### src/shared/pbmc_consts.svh
// Constants of the basic mode control register block
`ifndef PBMC_CONSTS_SVH
`define PBMC_CONSTS_SVH

`define PBMC_ADDR_W        5
`define PBMC_ADDR_BASIC_MODE_CONTROL     5'h00
`define PBMC_RESET_VAL     16'h3000
`define PBMC_RSVD_ZERO     7'h00
`define PBMC_CLK_NS        50
`define PBMC_SRST_NS       800
`define PBMC_SRST_CYC      ((`PBMC_SRST_NS + `PBMC_CLK_NS - 1) / `PBMC_CLK_NS)
`define PBMC_CNT_W         8
`define PBMC_STRAP_WAIT    8'h04
`define PBMC_SYNC_W        7
`define PBMC_SYNC_INIT     7'h40

`endif

### src/shared/pbmc_pkg.sv
// Types of the basic mode control register block
package pbmc_pkg;

  typedef struct packed {
    logic       soft_reset;
    logic       loopback;
    logic       speed_100;
    logic       an_enable;
    logic       power_down;
    logic       isolate;
    logic       an_restart;
    logic       full_duplex;
    logic       col_test;
    logic [6:0] rsvd;
  } pbmc_basic_mode_control_s;

  typedef struct packed {
    logic [3:0] txd;
    logic       tx_en;
    logic       tx_er;
  } pbmc_mii_tx_s;

  typedef struct packed {
    logic [3:0] rxd;
    logic       rx_dv;
    logic       rx_er;
    logic       crs;
    logic       col;
  } pbmc_mii_rx_s;

  // Synchronised pins: power-down pin, mode, RMII master, straps
  typedef struct packed {
    logic pd_pin_n;
    logic mode_extended;
    logic rmii_master;
    logic autoneg;
    logic speed;
    logic duplex;
    logic isolate;
  } pbmc_pins_s;

  typedef enum logic [1:0] {
    PBMC_ST_STRAP = 2'h0,
    PBMC_ST_RUN   = 2'h1,
    PBMC_ST_SRST  = 2'h3
  } pbmc_state_e;

endpackage

### src/rtl/pbmc_mii_path.sv
// MAC-side data path: loopback, isolate, collision test
`timescale 1ns/1ns
module pbmc_mii_path
  import pbmc_pkg::*;
(
  input  wire logic         clk,
  input  wire logic         arst_n,
  input  wire logic         loopback,
  input  wire logic         isolate,
  input  wire logic         col_test,
  input  wire logic         power_down,
  input  pbmc_mii_tx_s      mac_tx,
  input  pbmc_mii_rx_s      phy_rx,
  output pbmc_mii_rx_s      mac_rx,
  output pbmc_mii_tx_s      phy_tx
);

  typedef struct packed {
    pbmc_mii_rx_s rx;
    pbmc_mii_tx_s tx;
  } pbmc_path_s;

  pbmc_path_s s;
  pbmc_path_s next_s;

  always_comb begin
    next_s.rx = phy_rx;
    next_s.tx = mac_tx;
    if (loopback) begin
      // Transmit data turned back to the MAC; line side idle
      next_s.rx.rxd   = mac_tx.txd;
      next_s.rx.rx_dv = mac_tx.tx_en;
      next_s.rx.rx_er = mac_tx.tx_er;
      next_s.rx.crs   = mac_tx.tx_en;
      next_s.rx.col   = 1'b0;
      next_s.tx       = '0;
    end
    if (col_test) begin
      next_s.rx.col = mac_tx.tx_en;
    end
    if (isolate || power_down) begin
      // MAC interface released; line side quiet
      next_s.rx = '0;
      next_s.tx = '0;
    end
  end

  always_ff @(posedge clk or negedge arst_n) begin
    if (!arst_n) begin
      s <= '0;
    end else begin
      s <= next_s;
    end
  end

  assign mac_rx = s.rx;
  assign phy_tx = s.tx;

endmodule

### src/rtl/pbmc_sync.sv
// Three-stage input synchroniser with agreement filter
`timescale 1ns/1ns
module pbmc_sync #(
  parameter int         W    = 1,
  parameter logic [W-1:0] INIT = '0
) (
  input  wire logic         clk,
  input  wire logic         arst_n,
  input  wire logic [W-1:0] d,
  output logic      [W-1:0] q
);

  genvar i;
  generate
    for (i = 0; i < W; i++) begin : g_bit
      typedef struct packed {
        logic s1;
        logic s2;
        logic s3;
        logic q;
      } st_t;
      st_t s;
      st_t next_s;

      always_comb begin
        next_s    = s;
        next_s.s1 = d[i];
        next_s.s2 = s.s1;
        next_s.s3 = s.s2;
        // Change accepted only when stages two and three agree
        if (s.s2 == s.s3) begin
          next_s.q = s.s3;
        end
      end

      always_ff @(posedge clk or negedge arst_n) begin
        if (!arst_n) begin
          s <= '{INIT[i], INIT[i], INIT[i], INIT[i]};
        end else begin
          s <= next_s;
        end
      end

      assign q[i] = s.q;
    end
  endgenerate

endmodule

### src/rtl/pbmc_top.sv
// Basic mode control register with strap loading and MAC path control
`timescale 1ns/1ns
`include "pbmc_consts.svh"
module pbmc_top
  import pbmc_pkg::*;
#(
  parameter int SRST_CYC = `PBMC_SRST_CYC
) (
  input  wire logic                   clk,
  input  wire logic                   arst_n,
  // Register port
  input  wire logic [`PBMC_ADDR_W-1:0] reg_addr,
  input  wire logic [15:0]            reg_wdata,
  input  wire logic                   reg_wr,
  input  wire logic                   reg_rd,
  output logic      [15:0]            reg_rdata,
  // Pins and straps
  input  wire logic                   pin_mode_extended,
  input  wire logic                   pin_rmii_master,
  input  wire logic                   strap_autoneg,
  input  wire logic                   strap_speed,
  input  wire logic                   strap_duplex,
  input  wire logic                   strap_isolate,
  input  wire logic                   interrupt_powerdown_pin_n,
  // Negotiation engine
  input  wire logic                   an_speed_100,
  input  wire logic                   an_full_duplex,
  input  wire logic                   an_started,
  output logic                        an_enable,
  output logic                        an_restart_req,
  // Port control
  output logic                        pcs_soft_reset,
  output logic                        link_speed_100,
  output logic                        link_full_duplex,
  output logic                        power_down,
  output logic                        isolate,
  output logic                        ref_clk_out_en,
  // MAC and PCS data
  input  pbmc_mii_tx_s                mac_tx,
  input  pbmc_mii_rx_s                phy_rx,
  output pbmc_mii_rx_s                mac_rx,
  output pbmc_mii_tx_s                phy_tx
);

  // ---------------------------------------------------------------
  // Pin synchronisation
  // ---------------------------------------------------------------
  pbmc_pins_s pins_raw;
  pbmc_pins_s pins;
  logic [`PBMC_SYNC_W-1:0] pins_q;

  assign pins_raw = '{
    pd_pin_n:      interrupt_powerdown_pin_n,
    mode_extended: pin_mode_extended,
    rmii_master:   pin_rmii_master,
    autoneg:       strap_autoneg,
    speed:         strap_speed,
    duplex:        strap_duplex,
    isolate:       strap_isolate
  };

  pbmc_sync #(
    .W    (`PBMC_SYNC_W),
    .INIT (`PBMC_SYNC_INIT)
  ) u_sync (
    .clk    (clk),
    .arst_n (arst_n),
    .d      (pins_raw),
    .q      (pins_q)
  );

  assign pins = pbmc_pins_s'(pins_q);

  // ---------------------------------------------------------------
  // State
  // ---------------------------------------------------------------
  typedef struct packed {
    pbmc_state_e              state;
    logic [`PBMC_CNT_W-1:0]   cnt;
    pbmc_basic_mode_control_s               basic_mode_control;
    logic [15:0]              rdata;
    logic                     speed_100;
    logic                     full_duplex;
    logic                     ref_clk_en;
  } pbmc_top_s;

  pbmc_top_s s;
  pbmc_top_s next_s;

  logic       sel;
  logic       wr_hit;
  logic       pd_pin_active;
  pbmc_basic_mode_control_s wr_val;

  assign sel           = (reg_addr == `PBMC_ADDR_BASIC_MODE_CONTROL);
  assign wr_hit        = reg_wr && sel;
  assign wr_val        = pbmc_basic_mode_control_s'(reg_wdata);
  assign pd_pin_active = pins.mode_extended && !pins.pd_pin_n;

  // Default contents with strapped fields applied
  function automatic pbmc_basic_mode_control_s strapped(input pbmc_pins_s p);
    pbmc_basic_mode_control_s v;
    v           = pbmc_basic_mode_control_s'(`PBMC_RESET_VAL);
    v.an_enable = p.autoneg;
    if (!p.mode_extended) begin
      v.speed_100   = p.speed;
      v.full_duplex = p.duplex;
      v.isolate     = p.isolate;
    end
    return v;
  endfunction

  // ---------------------------------------------------------------
  // Next-state logic
  // ---------------------------------------------------------------
  always_comb begin
    next_s = s;

    // Read data valid in the cycle after the strobe only
    next_s.rdata = '0;
    if (reg_rd && sel) begin
      next_s.rdata = 16'(s.basic_mode_control);
    end

    // Restart clears once negotiation begins, in any state
    if (an_started) begin
      next_s.basic_mode_control.an_restart = 1'b0;
    end

    unique case (s.state)
      PBMC_ST_STRAP: begin
        // Wait for the synchronisers to settle before latching straps
        next_s.cnt = s.cnt + `PBMC_CNT_W'(1);
        if (s.cnt == `PBMC_STRAP_WAIT) begin
          next_s.basic_mode_control  = strapped(pins);
          next_s.cnt   = '0;
          next_s.state = PBMC_ST_RUN;
        end
      end

      PBMC_ST_RUN: begin
        if (wr_hit) begin
          next_s.basic_mode_control.loopback    = wr_val.loopback;
          next_s.basic_mode_control.speed_100   = wr_val.speed_100;
          next_s.basic_mode_control.an_enable   = wr_val.an_enable;
          next_s.basic_mode_control.power_down  = wr_val.power_down;
          next_s.basic_mode_control.isolate     = wr_val.isolate;
          next_s.basic_mode_control.full_duplex = wr_val.full_duplex;
          next_s.basic_mode_control.col_test    = wr_val.col_test;
          if (wr_val.soft_reset) begin
            next_s.basic_mode_control.soft_reset = 1'b1;
            next_s.cnt             = '0;
            next_s.state           = PBMC_ST_SRST;
          end
        end
        // A write of one wins over the clear
        if (wr_hit && wr_val.an_restart) begin
          next_s.basic_mode_control.an_restart = 1'b1;
        end
        if (!next_s.basic_mode_control.an_enable) begin
          next_s.basic_mode_control.an_restart = 1'b0;
        end
      end

      PBMC_ST_SRST: begin
        // Writes are dropped while the reset runs
        next_s.cnt = s.cnt + `PBMC_CNT_W'(1);
        if (s.cnt == `PBMC_CNT_W'(SRST_CYC - 1)) begin
          next_s.basic_mode_control  = strapped(pins);
          next_s.cnt   = '0;
          next_s.state = PBMC_ST_RUN;
        end
      end

      default: begin
        // Illegal code: reload the straps
        next_s.cnt   = '0;
        next_s.state = PBMC_ST_STRAP;
      end
    endcase

    // Low power-down pin forces the bit in extended mode only; set wins over any write
    if (pd_pin_active) begin
      next_s.basic_mode_control.power_down = 1'b1;
    end

    next_s.basic_mode_control.rsvd = `PBMC_RSVD_ZERO;

    // Effective speed and duplex
    if (next_s.basic_mode_control.an_enable) begin
      next_s.speed_100   = an_speed_100;
      next_s.full_duplex = an_full_duplex;
    end else begin
      next_s.speed_100   = next_s.basic_mode_control.speed_100;
      next_s.full_duplex = next_s.basic_mode_control.full_duplex;
    end

    next_s.ref_clk_en = !(next_s.basic_mode_control.isolate && pins.rmii_master);
  end

  always_ff @(posedge clk or negedge arst_n) begin
    if (!arst_n) begin
      s             <= '0;
      s.state       <= PBMC_ST_STRAP;
      s.basic_mode_control        <= pbmc_basic_mode_control_s'(`PBMC_RESET_VAL);
      s.speed_100   <= 1'b1;
      s.ref_clk_en  <= 1'b1;
    end else begin
      s <= next_s;
    end
  end

  // ---------------------------------------------------------------
  // Outputs
  // ---------------------------------------------------------------
  assign reg_rdata        = s.rdata;
  assign an_enable        = s.basic_mode_control.an_enable;
  assign an_restart_req   = s.basic_mode_control.an_restart;
  assign pcs_soft_reset   = (s.state == PBMC_ST_SRST);
  assign link_speed_100   = s.speed_100;
  assign link_full_duplex = s.full_duplex;
  assign power_down       = s.basic_mode_control.power_down;
  assign isolate          = s.basic_mode_control.isolate;
  assign ref_clk_out_en   = s.ref_clk_en;

  pbmc_mii_path u_path (
    .clk        (clk),
    .arst_n     (arst_n),
    .loopback   (s.basic_mode_control.loopback),
    .isolate    (s.basic_mode_control.isolate),
    .col_test   (s.basic_mode_control.col_test),
    .power_down (s.basic_mode_control.power_down),
    .mac_tx     (mac_tx),
    .phy_rx     (phy_rx),
    .mac_rx     (mac_rx),
    .phy_tx     (phy_tx)
  );

endmodule

### config.mk
export PLATFORM = sky130hd
export DESIGN_NAME = pbmc_top
export DESIGN_NICKNAME = d
export VERILOG_FILES = /design/src/shared/pbmc_pkg.sv /design/src/rtl/pbmc_mii_path.sv /design/src/rtl/pbmc_sync.sv /design/src/rtl/pbmc_top.sv
export VERILOG_INCLUDE_DIRS = /design/src /design/src/shared
export SDC_FILE = /design/constraint.sdc
export NUM_CORES = 1
export LEC_CHECK = 0
export ABC_AREA = 1
export BUFFER_PORTS_ARGS = -buffer_cell sky130_fd_sc_hd__buf_2
export CORE_MARGIN = 3
export CORE_UTILIZATION = 35
export CTS_BUF_LIST = sky130_fd_sc_hd__clkbuf_4 sky130_fd_sc_hd__clkbuf_8
export CTS_CLUSTER_DIAMETER = 120
export DETAILED_ROUTE_END_ITERATION = 10
export PLACE_DENSITY = 0.6
export SETUP_SLACK_MARGIN = 0.1
export SKIP_LAST_GASP = 1
export SLEW_MARGIN = 10
export SYNTH_ARGS = -nofsm -noshare
export SYNTH_HDL_FRONTEND = slang
export SYNTH_SLANG_ARGS = --single-unit
### constraint.sdc
create_clock -name clk -period 2 [get_ports clk]
set_clock_uncertainty 0.05 [all_clocks]
set_input_delay 0.2 -clock clk [delete_from_list [all_inputs] [get_ports clk]]
set_output_delay 0.2 -clock clk [all_outputs]
set_load 0.02 [all_outputs]
==> flow_summary.yaml, run 1 <==
run_status:
  outcome: "finished clean"
synth:
  seq_area_frac_synth: 0.627
  synthCells: 284
  async_reset_ff_frac: 1.00
  synth_flop_cell: "dfrtp_1"
  synthDominantCellAreaShare: 0.556
  syn_area_mm2: 0.00293
  yosys.area.top_type: "dfrtp_1"
  synth.most_common_cell: "dfrtp_1"
  synth_edf_count: 0
  ys_seq_elements: 73
  yosys-top-cells-area: "dfrtp_1 56%, dfstp_2 7.2%, nand2_1 6.2%, inv_1 4.6%, buf_4 4.1%"
  synth.distinct_cells: 33
  synth_area_per_cell_um2: 10.3
  yosysWarnings: 0
  synthTopCellsByCount: "65 x dfrtp_1, 48 x nand2_1, 36 x inv_1"
min_path:
  hp-class: "in2reg"
routing:
  wirelength_um: 5550
  firstDrtPassIters: 4
  post-route-drc-count: 0
  drtIter0Drc: 56
  postRouteAntennaNets: 0
  wl_per_cell_um: 11.7
  vias: 2053
  via_per_inst: 4.34
worst_setup_path:
  critPathLaunchType: "flop"
  crit_path_max_fanout: 5
  cpPeakStageDelay_ns: 0.40
  setup.worst_path.class: "reg2reg"
  slowest_stage: "dfrtp_1"
  path_cells: "inv_1 > ha_1 > nand3_1 > o21ai_1 > nand2_1 > a31oi_1 > a21oi_1"
  crit_path_end_kind: "flop"
  crit_arrival_ns: 1.80
  crit_required_ns: 2.17
cells_and_area:
  fin_nets: 417
  stdcell_count: 473
  area_delta_synth_final_pct: 23.9
  drive_gt1_frac: 0.318
  antenna_cells: 0
place:
  dp_cells: 448
  dp_hpwl_um: 4220
  place_congestion: 0.793
  io_buffers: 72
die:
  die_area_mm2: 0.00950
  die_h_um: 97.5
  start_util: 0.369
  rows: 32
  core_mm2: 0.00793
  io_pins: 87
  die_x_um: 97.5
pwr:
  internal_power_uw: 2340
  switching_share: 0.251
  p_clk_frac: 0.365
  power_density_mw_per_mm2: 859
  comb_power_share: 0.108
  power_uw: 3120
  switchingPower_uw: 782
  irDropWorstVdd_uv: 389
  leakagePower_uw: 0.00192
  seq_power_share: 0.527
timing:
  maxSlewViolCount: 0
  min_period_over_period: 0.817
  setup_viol: 0
  fin_hold_ws_ns: 0.0167
  setup_tns_ns: 0
  max_freq_mhz: 612
  hold_viol_final: 0
  finalCriticalPeriod_ns: 1.63
  rsz0062_at_grt: "no"
clocking:
  clock_latency_ns: 0.34
  post_cts_buffers: 0
  clk_pin_slew_ns: 0.07
  cts_buffers: 9
  cts_resized: 0
  ctsHoldBuffers: 9
  cts.sinks: 73
  clockBufferDepth: 2
  cts_root_buffer: "clkbuf_8"
  cts_tree: "done"
  htreeDepth: 3
global_route:
  grt-ovfl-total: 0
  antenna_found_initial: 0
  gr-usage-all-layers: 0.127
  grt_max_degree: 44
  grt_pass1_vias: 2104
  grt_pass1_wl_um: 9690
run:
  max_cap_viol_count: 0
cell families after synthesis:
group,share of synthesized area
simple gates,0.177
compound gates,0.0662
buf+inv,0.0923
other cells,0.00128
xor+xnor,0.00299
flops,0.627
fa+ha+maj,0.0325
flip-flops by register name (all words and copies together), names as in the netlist:
name / count
power_down: 1
u_path.phy_tx: 6
u_path.mac_rx: 8
ref_clk_out_en: 1
isolate: 1
u_sync.g_bit.s: 7
an_enable: 1
s: 15
reg_rdata: 9
u_sync.g_bit.next_s: 14
an_restart_req: 1
link_full_duplex: 1
u_sync.q: 7
link_speed_100: 1
path summary, 6_finish.rpt:
path | start | to | slack, ns | cells past startpoint
max | s[35] | s[36] | 0.37 | 7
min | an_full_duplex | link_full_duplex | 0.02 | 3
max reg2reg | s[35] | s[36] | 0.37 | 7
min reg2reg | u_sync.g_bit[1].next_s[2] | u_sync.g_bit[1].next_s[1] | 0.30 | 0
max in group asynchronous | arst_n | u_sync.g_bit[6].next_s[2] | 1.00 | 3
min in group asynchronous | arst_n | u_path.mac_rx[3] | 0.28 | 2
area by class of cell:
| class | instances | area, um^2 |
|---|---|---|
| fill | 755 | 4300 |
| clock buffer | 11 | 145 |
| tap | 102 | 128 |
| clock inverter | 5 | 56.3 |
| timing repair buffer | 82 | 473 |
| inverter | 39 | 146 |
| sequential | 73 | 1840 |
| multi-input combinational | 161 | 843 |
metal layers:
layer / global-route usage / vias to the layer above / wire length [um]
met4: 0.0575 / 0 / 103
met3: 0.0352 / 9 / 274
met5: 0 / - / 0
met1: 0.151 / 960 / 2360
li1: - / 1033 / -
met2: 0.213 / 51 / 2810
power groups by stage:
stage / clock network, uW / registers [uW] / logic (uW)
after floorplan: 0 / 1690 / 168
after global placement: 0 / 1670 / 321
after detailed placement: 0 / 1670 / 329
after CTS: 1180 / 1640 / 343
after global routing: 1240 / 1650 / 383
final: 1140 / 1640 / 336
cell usage in the layout, fill, tap and decap left out, drive strengths merged:
master / netlist / final
a21oi: 13 / 13
nor3: 2 / 2
clkinvlp: 0 / 1
xor2: 1 / 1
o21bai: 2 / 2
a211oi: 2 / 2
conb: 1 / 7
buf: 16 / 73
nand2: 56 / 56
clkbuf: 1 / 11
ha: 2 / 2
maj3: 7 / 7
dfstp: 8 / 8
nor2: 36 / 36
a31oi: 2 / 2
o211ai: 1 / 1
inv: 39 / 39
dfrtp: 65 / 65
dlygate4sd3: 0 / 9
nand4: 3 / 3
clkinv: 0 / 3
or2: 3 / 3
nand3: 10 / 10
a22oi: 2 / 2
o21ai: 12 / 12
bufinv: 0 / 1
stage by stage:
stage          setup WS, ns  utilization  instance area, um^2
2_1_floorplan         0.553            -                 2950
3_3_place_gp          0.422        0.421                 3340
5_1_grt               0.242        0.458                 3630
6_report              0.366        0.458                 3630
3_5_place_dp          0.378        0.421                 3340
4_1_cts               0.374        0.458                 3630
worst max-delay path: cells and delay by family, from the launching register on:
kind                       cells  cell delay [ns]
AOI/OAI and AO/OA              3             0.53
and+or+nand+nor                2             0.29
buffers and inverters          1             0.10
adders and majority gates      1             0.15
DFF                            1             0.40
No activity file was read; power rests on OpenSTA's default activity.
==> inputs of run 2 (changes only) <==
==> constraint.sdc (replaced) <==
create_clock -name clk -period 1.6 [get_ports clk]
set_clock_uncertainty 0.05 [all_clocks]
set_input_delay 0.16 -clock clk [delete_from_list [all_inputs] [get_ports clk]]
set_output_delay 0.16 -clock clk [all_outputs]
set_load 0.02 [all_outputs]
==> run 2 against run 1 <==
Worst setup slack lost 0.25 ns. Clock-buffer cell count shrank 1. Via count grew 4.6%. Sequential cell count is the same. Register-to-register slack lost 0.25 ns. Die area is the same. Routed wire length grew 3.1%. Critical path type unchanged.
==> flow_summary.yaml, run 2 (synthesized netlist as in run 1, its figures left out) <==
timing:
  finalCriticalPeriod_ns: 1.49
  finalWorstSetupSlack_ns: 0.114
  min_period_over_period: 0.929
  setup_viol: 0
  maxSlewViolCount: 0
  hold_viol_final: 0
  rsz0062_at_grt: "yes"
  max_freq_mhz: 673
  setup_tns_ns: 0
die:
  io_pins: 87
  die_x_um: 97.5
  core_mm2: 0.00793
  rows: 32
  die_h_um: 97.5
  die_area_mm2: 0.00950
  start_util: 0.369
worst_setup_path:
  crit_required_ns: 1.77
  critPathLaunchType: "flop"
  r2r-start: "s[39]"
  slowest_stage: "dfrtp_1"
  crit_family: "compound AO/OA/AOI/OAI gates"
  reg2reg_depth: 6
  crit_path_end_kind: "flop"
  setup.worst_path.class: "reg2reg"
  cpPeakStageDelay_ns: 0.44
  r2r_end: "s[36]"
  crit_arrival_ns: 1.66
  crit_path_max_fanout: 5
  path_cells: "nor2_2 > nand2_2 > o21ai_2 > nand2_1 > a31oi_1 > a21oi_1"
  crit_buf_inv: 0
  regToRegSetupSlack_ns: 0.11
clocking:
  cts_tree: "done"
  clk_pin_slew_ns: 0.07
  htreeDepth: 3
  cts_buffers: 9
  clock_latency_ns: 0.34
  cts.sinks: 73
  cts_root_buffer: "clkbuf_8"
  clockBufferDepth: 2
cells_and_area:
  drive_gt1_frac: 0.366
  regArea_mm2: 0.00184
  fin_nets: 434
  stdcell_count: 490
  area_delta_synth_final_pct: 33.2
  final_util: 0.492
  final_common_cell: "buf_2"
  largest_reg_flops: 15
  n_fill_cell: 759
  largest_register: "s"
  final_cell_mix: "71 x buf_2, 64 x dfrtp_1, 44 x nand2_1"
  antenna_cells: 0
  multiInputGateArea_um2: 928
place:
  dp_hpwl_um: 4050
  dp_cells: 449
  place_congestion: 0.836
  io_buffers: 72
  place_ws_ns: 0.0155
pwr:
  irDropWorstVdd_uv: 369
  leakagePower_uw: 0.00202
  power_uw: 4140
  power_density_mw_per_mm2: 1060
global_route:
  grt_max_degree: 34
  grt_pass1_vias: 2047
  grt-ovfl-total: 0
  antenna_found_initial: 0
  grt_pass1_wl_um: 9670
  gr-usage-all-layers: 0.127
routing:
  postRouteAntennaNets: 0
  wirelength_um: 5720
  vias: 2147
  firstDrtPassIters: 4
  post-route-drc-count: 0
  wl_per_cell_um: 11.7
  drtIter0Drc: 66
  via_per_inst: 4.38
min_path:
  whs_endpoint: "isolate"
  worstHoldPathCells: 3
  hp-class: "in2reg"
  min_from: "reg_wdata[10]"
run:
  max_cap_viol_count: 0
run_status:
  outcome: "finished clean"
==> run 2: cell count changes in the layout (fill, tap and decap cells not counted), sizes merged <==
| cell | before | now |
|---|---|---|
| buf | 73 | 77 |
| inv | 39 | 40 |
| clkbuf | 11 | 10 |
| dlygate4sd3 | 9 | 22 |
| clkinv | 3 | 2 |
| bufinv | 1 | 2 |
==> run 2: worst max-delay path by stage <==
stage,startpoint,end,slack [ns],depth (start not counted)
final,s[39],s[36],0.11,6
after global routing,s[39],link_full_duplex,-0.003,8
after CTS,s[36],link_full_duplex,0.10,10
after detailed placement,s[35],link_full_duplex,0.02,11
after global placement,s[35],link_full_duplex,0.02,11
after floorplan,s[35],link_full_duplex,0.15,11
==> run 2: metrics by stage <==
step | instance area [um^2] | hold slack (ns)
after detailed placement | 3340 | 0.0774
after CTS | 3850 | 0.0179
after global placement | 3340 | 0.0817
after floorplan | 2950 | -0.186
final | 3900 | 0.0171
after global routing | 3900 | 0.0248
==> run 2: repair_timing <==
action	4_1_cts	5_1_grt
setup endpoints to repair	11	16
hold buffers	22	0
setup buffers	1	2
hold endpoints to repair	51	0
resized for setup	13	14
pin swaps	5	10
==> run 2: report_power, final <==
group | internal [uW] | total, uW | leakage [uW] | switching, uW
logic | 203 | 476 | 0.000989 | 274
registers | 1980 | 2050 | 0.000917 | 74.6
clock network | 925 | 1610 | 0.000113 | 680
==> run 2: layout make-up <==
class	count	share of cell area
Timing Repair Buffer	99	0.162
Tap cell	102	0.0327
Clock buffer	10	0.0353
Multi-Input combinational cell	161	0.238
Clock inverter	6	0.0231
Inverter	39	0.0375
Sequential cell	73	0.471
==> run 2: worst reg2reg max path, cell delays in order, from the launching register on <==
cell     delay (ns)
dfrtp_1        0.44
nor2_2         0.14
nand2_2        0.13
o21ai_2        0.22
nand2_1        0.16
a31oi_1        0.18
a21oi_1        0.06
==> run 2: routing by layer <==
layer / GRT usage / routed length, um
met5: 0 / 0
met4: 0.0671 / 115
met3: 0.0316 / 259
met2: 0.201 / 2880
met1: 0.160 / 2460
